File: src/inc/acc_pkg.sv
package acc_pkg;

  // ----------------------------------------------------------------
  // register map
  // ----------------------------------------------------------------
  localparam int          ADDR_W             = 5;
  localparam int          DATA_W             = 8;
  localparam int          RESULT_W           = 12;
  localparam logic [4:0]  ADDR_SIG_COND      = 5'h07;
  localparam logic [4:0]  ADDR_CONV_CTRL     = 5'h08;
  localparam logic [4:0]  ADDR_RESULT_UPPER  = 5'h09;
  localparam logic [4:0]  ADDR_RESULT_LOWER  = 5'h0a;
  localparam logic [7:0]  RESET_BYTE         = 8'h00;

  // ----------------------------------------------------------------
  // signal conditioning field positions
  // ----------------------------------------------------------------
  localparam int          SC_AMP_OFF_BIT     = 6;
  localparam int          SC_POLE2_LSB       = 4;
  localparam int          SC_POLE1_LSB       = 2;
  localparam int          SC_GAIN_LSB        = 0;

  // ----------------------------------------------------------------
  // converter control field positions
  // ----------------------------------------------------------------
  localparam int          CC_RATE_LSB        = 5;
  localparam int          CC_AUTO_BIT        = 4;
  localparam int          CC_READY_BIT       = 3;
  localparam int          CC_BUSY_BIT        = 2;
  localparam int          CC_START_BIT       = 1;
  localparam int          CC_BYPASS_BIT      = 0;

  // ----------------------------------------------------------------
  // codes and timing
  // ----------------------------------------------------------------
  localparam logic [1:0]  POLE_400HZ         = 2'h0;
  localparam logic [1:0]  POLE_2KHZ          = 2'h1;
  localparam logic [1:0]  POLE_10KHZ         = 2'h2;
  localparam logic [1:0]  GAIN_UNUSED_CODE   = 2'h3;
  localparam logic [1:0]  GAIN_TEN_CODE      = 2'h2;
  localparam int          CLOCK_MHZ          = 50;
  localparam int          BASE_PERIOD_US     = 80;
  localparam int          BASE_PERIOD_CYC    = BASE_PERIOD_US * CLOCK_MHZ;
  localparam int          RATE_W             = 3;

  // settings applied to the analog conditioning path
  typedef struct packed {
    logic       amp_on;
    logic [1:0] pole2;
    logic [1:0] pole1;
    logic [1:0] gain;
  } acc_cond_t;

  typedef enum logic [0:0] {
    ACC_IDLE,
    ACC_CONVERT
  } acc_state_t;

endpackage

File: src/verilog/acc_rate_timer.sv
// ------------------------------------------------------------------
// continuous-mode launch timer: base period times two to the n
// ------------------------------------------------------------------
module acc_rate_timer #(
  parameter int BASE_CYCLES = acc_pkg::BASE_PERIOD_CYC,
  parameter int RATE_W      = acc_pkg::RATE_W
) (
  // clock and reset
  input  wire logic              i_clock,
  input  wire logic              i_sys_rst,
  // control
  input  wire logic              i_run,
  input  wire logic [RATE_W-1:0] i_rate,
  // launch pulse
  output logic                   o_fire
);
  import acc_pkg::*;

  localparam int BASE_W  = $clog2(BASE_CYCLES + 1);
  localparam int SCALE_W = (1 << RATE_W);

  generate
    if (BASE_CYCLES < 1) begin : g_bad_base
      $error("acc_rate_timer: BASE_CYCLES must be at least one");
    end
    // the scaler top is built from a 32-bit shift, so N stays small
    if (RATE_W < 1 || RATE_W > 5) begin : g_bad_rate
      $error("acc_rate_timer: RATE_W must lie between one and five");
    end
  endgenerate

  logic [BASE_W-1:0]  base_q;
  logic [SCALE_W-1:0] scale_q;
  logic [SCALE_W-1:0] scale_top;
  wire                base_tick;
  wire                scale_hit;

  // base divider wraps every base period; scaler counts ticks to 2^n
  assign base_tick = (base_q == BASE_W'(BASE_CYCLES - 1));
  assign scale_top = SCALE_W'((1 << i_rate) - 1);
  assign scale_hit = base_tick && (scale_q >= scale_top);

  // counters rest at zero while idle so the first launch is a full period late
  always_ff @(posedge i_clock or posedge i_sys_rst) begin
    if (i_sys_rst) begin
      base_q  <= '0;
      scale_q <= '0;
      o_fire  <= 1'b0;
    end else if (!i_run) begin
      base_q  <= '0;
      scale_q <= '0;
      o_fire  <= 1'b0;
    end else begin
      base_q  <= base_tick ? '0 : base_q + BASE_W'(1);
      scale_q <= scale_hit ? '0 : (base_tick ? scale_q + SCALE_W'(1) : scale_q);
      o_fire  <= scale_hit;
    end
  end

endmodule // acc_rate_timer

File: src/verilog/acc_conv_ctrl.sv
module acc_conv_ctrl #(
  parameter int BASE_CYCLES = acc_pkg::BASE_PERIOD_CYC
) (
  // clock and reset
  input  wire logic                            i_clock,
  input  wire logic                            i_sys_rst,
  // register port
  input  wire logic [acc_pkg::ADDR_W-1:0]      i_addr,
  input  wire logic                            i_wr_en,
  input  wire logic [acc_pkg::DATA_W-1:0]      i_wr_data,
  input  wire logic                            i_rd_en,
  output logic      [acc_pkg::DATA_W-1:0]      o_rd_data,
  // analog conditioning settings
  output acc_pkg::acc_cond_t                   o_cond,
  // converter core handshake
  output logic                                 o_conv_start,
  input  wire logic                            i_conv_done,
  input  wire logic [acc_pkg::RESULT_W-1:0]    i_conv_result,
  // status
  output logic                                 o_busy,
  output logic                                 o_data_ready
);
  import acc_pkg::*;

  generate
    if (BASE_CYCLES < 1) begin : g_bad_base
      $error("acc_conv_ctrl: BASE_CYCLES must be at least one");
    end
  endgenerate

  // ----------------------------------------------------------------
  // register state
  // ----------------------------------------------------------------
  logic                amp_off_q;
  logic [1:0]          pole2_q;
  logic [1:0]          pole1_q;
  logic [1:0]          gain_q;
  logic [RATE_W-1:0]   rate_q;
  logic                auto_q;
  logic                start_q;
  logic                bypass_q;
  logic                ready_q;
  logic [RESULT_W-1:0] result_q;
  acc_state_t          state_q;

  // ----------------------------------------------------------------
  // decode
  // ----------------------------------------------------------------
  wire wr_cond   = i_wr_en && (i_addr == ADDR_SIG_COND);
  wire wr_ctrl   = i_wr_en && (i_addr == ADDR_CONV_CTRL);
  wire start_set = wr_ctrl && i_wr_data[CC_START_BIT];
  wire auto_fire;
  wire idle      = (state_q == ACC_IDLE);
  // a pending single request wins over the timer; both cost one conversion
  wire launch    = idle && (start_q || auto_fire);
  wire finish    = (state_q == ACC_CONVERT) && i_conv_done;

  // amplifier drives the converter only with both disable bits clear
  wire amp_on_d  = !amp_off_q && !bypass_q;
  // the unused gain code is mapped to its documented gain of ten
  wire [1:0] gain_eff = (gain_q == GAIN_UNUSED_CODE) ? GAIN_TEN_CODE : gain_q;

  // readback images, unused bits read zero
  wire [DATA_W-1:0] cond_img = {1'b0, amp_off_q, pole2_q, pole1_q, gain_q};
  wire [DATA_W-1:0] ctrl_img = {rate_q, auto_q, ready_q, (state_q == ACC_CONVERT),
                                start_q, bypass_q};
  wire [DATA_W-1:0] upper_img = result_q[RESULT_W-1 -: DATA_W];
  wire [DATA_W-1:0] lower_img = DATA_W'(result_q[RESULT_W-DATA_W-1:0]);
  wire [DATA_W-1:0] rd_mux   = (i_addr == ADDR_SIG_COND)     ? cond_img  :
                               (i_addr == ADDR_CONV_CTRL)    ? ctrl_img  :
                               (i_addr == ADDR_RESULT_UPPER) ? upper_img :
                               (i_addr == ADDR_RESULT_LOWER) ? lower_img : RESET_BYTE;

  // ----------------------------------------------------------------
  // continuous-mode timer
  // ----------------------------------------------------------------
  acc_rate_timer #(
    .BASE_CYCLES (BASE_CYCLES),
    .RATE_W      (RATE_W)
  ) u_timer (
    .i_clock   (i_clock),
    .i_sys_rst (i_sys_rst),
    .i_run     (auto_q),
    .i_rate    (rate_q),
    .o_fire    (auto_fire)
  );

  // ----------------------------------------------------------------
  // host-written fields
  // ----------------------------------------------------------------
  always_ff @(posedge i_clock or posedge i_sys_rst) begin
    if (i_sys_rst) begin
      amp_off_q <= 1'b0;
      pole2_q   <= POLE_400HZ;
      pole1_q   <= POLE_400HZ;
      gain_q    <= 2'h0;
      rate_q    <= '0;
      auto_q    <= 1'b0;
      bypass_q  <= 1'b0;
    end else begin
      if (wr_cond) begin
        amp_off_q <= i_wr_data[SC_AMP_OFF_BIT];
        pole2_q   <= i_wr_data[SC_POLE2_LSB +: 2];
        pole1_q   <= i_wr_data[SC_POLE1_LSB +: 2];
        gain_q    <= i_wr_data[SC_GAIN_LSB +: 2];
      end
      if (wr_ctrl) begin
        rate_q   <= i_wr_data[CC_RATE_LSB +: RATE_W];
        auto_q   <= i_wr_data[CC_AUTO_BIT];
        bypass_q <= i_wr_data[CC_BYPASS_BIT];
      end
    end
  end

  // ----------------------------------------------------------------
  // start request, ready flag and conversion sequencer
  // ----------------------------------------------------------------
  // a new start written in the launch cycle is kept, so no request is lost
  always_ff @(posedge i_clock or posedge i_sys_rst) begin
    if (i_sys_rst) begin
      start_q <= 1'b0;
      ready_q <= 1'b0;
      state_q <= ACC_IDLE;
    end else begin
      start_q <= start_set || (start_q && !launch);
      // finish sets, host start write or any launch (pending start or timer) clears; set wins
      ready_q <= finish || (ready_q && !start_set && !launch);
      unique case (state_q)
        ACC_IDLE:    if (launch) state_q <= ACC_CONVERT;
        ACC_CONVERT: if (i_conv_done) state_q <= ACC_IDLE;
      endcase
    end
  end

  // result holds until the next finish overwrites it
  always_ff @(posedge i_clock or posedge i_sys_rst) begin
    if (i_sys_rst) begin
      result_q <= '0;
    end else if (finish) begin
      result_q <= i_conv_result;
    end
  end

  // ----------------------------------------------------------------
  // registered outputs
  // ----------------------------------------------------------------
  always_ff @(posedge i_clock or posedge i_sys_rst) begin
    if (i_sys_rst) begin
      o_rd_data    <= RESET_BYTE;
      o_cond       <= '0;
      o_conv_start <= 1'b0;
      o_busy       <= 1'b0;
      o_data_ready <= 1'b0;
    end else begin
      if (i_rd_en) o_rd_data <= rd_mux;
      o_cond       <= '{amp_on: amp_on_d, pole2: pole2_q, pole1: pole1_q,
                        gain: gain_eff};
      o_conv_start <= launch;
      o_busy       <= (state_q == ACC_CONVERT) ? !i_conv_done : launch;
      o_data_ready <= finish || (ready_q && !start_set && !launch);
    end
  end

endmodule // acc_conv_ctrl

File: config.mk
export PLATFORM = sky130hd
export DESIGN_NAME = acc_conv_ctrl
export DESIGN_NICKNAME = d
export VERILOG_FILES = /design/src/inc/acc_pkg.sv /design/src/verilog/acc_rate_timer.sv /design/src/verilog/acc_conv_ctrl.sv
export SDC_FILE = /design/constraint.sdc
export NUM_CORES = 1
export LEC_CHECK = 0
export BUFFER_PORTS_ARGS = -buffer_cell sky130_fd_sc_hd__buf_2
export CAP_MARGIN = 10
export CORE_MARGIN = 3
export CORE_UTILIZATION = 30
export CTS_CLUSTER_DIAMETER = 80
export DETAILED_ROUTE_END_ITERATION = 12
export HOLD_SLACK_MARGIN = 0.06
export SYNTH_ARGS = -nofsm -noshare
export SYNTH_HDL_FRONTEND = slang
export SYNTH_HIERARCHICAL = 1
export SYNTH_SLANG_ARGS = --single-unit
File: constraint.sdc
create_clock -name i_clock -period 2.9 [get_ports i_clock]
set_input_delay 0.29 -clock i_clock [delete_from_list [all_inputs] [get_ports i_clock]]
set_output_delay 0.29 -clock i_clock [all_outputs]
set_load 0.005 [all_outputs]
==> results.toml <==
[placement]
dp_hpwl_mm = 4.939
gp_congestion = 0.8332
placed_cell_area_sq_um = 3485
portBuffers = 47

[cells_and_area]
drive_gt1_share_pct = 29.64
syn2layout_area_growth_pct = 17.17
nets = 370
final_cell_mix = "64 x dfrtp_1, 47 x buf_2, 23 x nand2_1, 20 x nor2_1, 20 x mux2_2"
nFillCells = 1006
final_common_cell = "dfrtp_1"
diodes = 0
finalInstanceArea_sq_um = 3671

[drt]
wl_mm = 6.860
drt_drc_violations_left = 0
dr.pass1.iters = 4
vias = 2273
drtAntennaViolNets = 0
wire_per_inst_um = 14.69
vias_per_cell = 4.867
initialDrtViolationCount = 109

[grt]
antenna_found_initial = 0
grt_usage_pct = 12.32
grt_overflow = 0
grt_max_degree = 44
first_global_vias = 2289
grt_pass1_wl_mm = 11.33

[floorplan]
dieHeight_um = 108.2
io_pins = 48
die-area_sq_um = 11710
start_util_pct = 31.47
chipWidth_um = 108.2
core_area_sq_um = 9955
rows = 36

[logic_synthesis]
syn_nets = 321
synth_flop_cell = "dfrtp_1"
synth_area_sq_um = 3133
yosys-top-cells-area = "dfrtp_1 51%, mux2_2 7.2%, ha_1 4.0%, nand2_1 2.8%, mux2_4 2.4%"
synth_seq_area_share_pct = 51.12
synthDistinctLibCells = 51
synth_edf_count = 0
synth_top_area_share_pct = 51.12
synth_cells = 281
synth_top_cell_by_area = "dfrtp_1"
synth.yosys.warnings = 6
syn_area_per_cell_sq_um = 11.15
synthArstFlopShare_pct = 100.0
synth_seq_cells = 64

[timing]
fin_crit_sh_pct = 78.75
timing.fmax_mhz = 437.9
setup_tns_ns = 0
rsz0062_at_grt = "no"
hold_viol_final = 0
skew_ns = 0.01203
slew_headroom_pct = 40.54
finalSetupViolations = 0
timing.final.max_slew_violations = 0
tightest_slew_ns = 0.8905
min_period_ns = 2.284

[setup_path]
criticalPathCategory = "reg -> reg"
cp.required_ns = 3.13
worst_setup_path_start_kind = "register"
path_max_fanout = 8
setup.worst_path.end_class = "register"
crit_arrival_ns = 2.51

[status]
status = "completed"

[clock_network]
cts-htree-levels = 3
path_clk_slew_ns = 0.07
hold_buffers = 0
ctsResizeCount = 0
clock_sinks = 64
clk_path_buf_depth = 2
cts_tree = "built"
postCtsSetupRepairBufs = 0
cts_root_buf = "clkbuf_8"
numCtsBuffers = 9
clk_latency_ns = 0.34

[power]
p_leak_nw = 1.750
clkPwrFrac_pct = 32.0
p_sw_mw = 0.6586
p_comb_share_pct = 17.8
switching_share_pct = 27.94
power.density_nw_per_um2 = 642.2
peakVddDrop_mv = 0.3748
seq_power_share_pct = 50.2
p_int_mw = 1.699

[hold_path]
hold_class = "in -> async"

[job]
drv_cap = 0
worst paths after layout:
kind,depth (start not counted),to,startpoint,slack [ns]
setup / recovery,7,u_timer/scale_q[7],rate_q[1],0.62
hold / removal,2,u_timer/base_q[7],i_sys_rst,0.11
setup reg to reg,7,u_timer/scale_q[7],rate_q[1],0.62
hold reg to reg,0,o_cond[2],pole1_q[0],0.41
max in group asynchronous,2,rate_q[2],i_sys_rst,2.19
min in group i_clock,2,result_q[6],i_conv_result[6],0.18
power by group through the flow:
stage	clock [mW]	combinational, mW	sequential (mW)
2_1_floorplan	0	0.314	1.15
3_3_place_gp	0	0.414	1.19
3_5_place_dp	0	0.424	1.20
4_1_cts	0.774	0.427	1.18
5_1_grt	0.810	0.473	1.21
6_report	0.755	0.420	1.18
cell families (layout without fill, tap and decap cells):
logic type               count (synthesis)  after routing  synth area share (%)
buffers and inverters                   23             76                 3.274
AND/OR/NAND/NOR                         97             97                 17.41
other                                    1              1                0.1197
XOR/XNOR                                 9              9                 2.516
multiplexers                            31             31                 11.50
flip-flops                              64             64                 51.12
AO/OA/AOI/OAI                           46             46                 10.06
adder cells (fa/ha/maj)                 10             10                 3.994
synthesized netlist by cell type, types with 7 or more instances:
cell	number
nand3_1	8
nor2_1	20
dfrtp_1	64
o22ai_1	8
nand4_1	7
o21ai_0	11
nand2_1	23
xor2_1	7
inv_1	14
ha_1	10
mux2_2	20
layer usage:
metal  track usage, %  wire length (um)  vias up
li1                 -                 -     1108
met4            3.427                51        0
met5                0                 0        -
met2            18.78              3165       40
met3            4.060               243        6
met1            16.83              3398     1119
metrics by stage:
step           power, mW  hold slack, ns  instances  setup slack [ns]  util (%)
2_1_floorplan      1.467          0.2665        281            0.8833         -
3_5_place_dp       1.626          0.3957        452            0.6380     35.00
5_1_grt            2.490          0.1577        467            0.4923     36.88
3_3_place_gp       1.607          0.3915        452            0.6997     35.00
4_1_cts            2.386          0.1367        467            0.6032     36.88
6_report           2.358          0.1146        467            0.6161     36.88
state kept, by name (all words and copies together), names as in the netlist:
register	cells
amp_off_q	1
auto_q	1
bypass_q	1
gain_q	2
o_busy	1
o_cond	7
o_conv_start	1
o_rd_data	8
pole1_q	2
pole2_q	2
rate_q	3
ready_q	1
result_q	12
start_q	1
u_timer/base_q	12
u_timer/o_fire	1
u_timer/scale_q	8
worst max-delay path, cell delays in order (launching register included):
cell and delay (ns):
dfrtp_1 0.45, or3_1 0.38, ha_1 0.27, and3_1 0.13
o21ai_0 0.09, a31oi_2 0.41, nor2_2 0.15, a32o_1 0.28
layout make-up:
type	count	area, sq um	share of cell area, %
tap	133	166.4	4.533
inverter	14	52.55	1.431
clock buffer	11	141.4	3.851
multi-input combinational	194	1429	38.92
clock inverter	4	45.04	1.227
sequential	64	1602	43.63
timing repair buffer	47	235.2	6.408
Note: power is estimated with default switching activity, not from simulation.
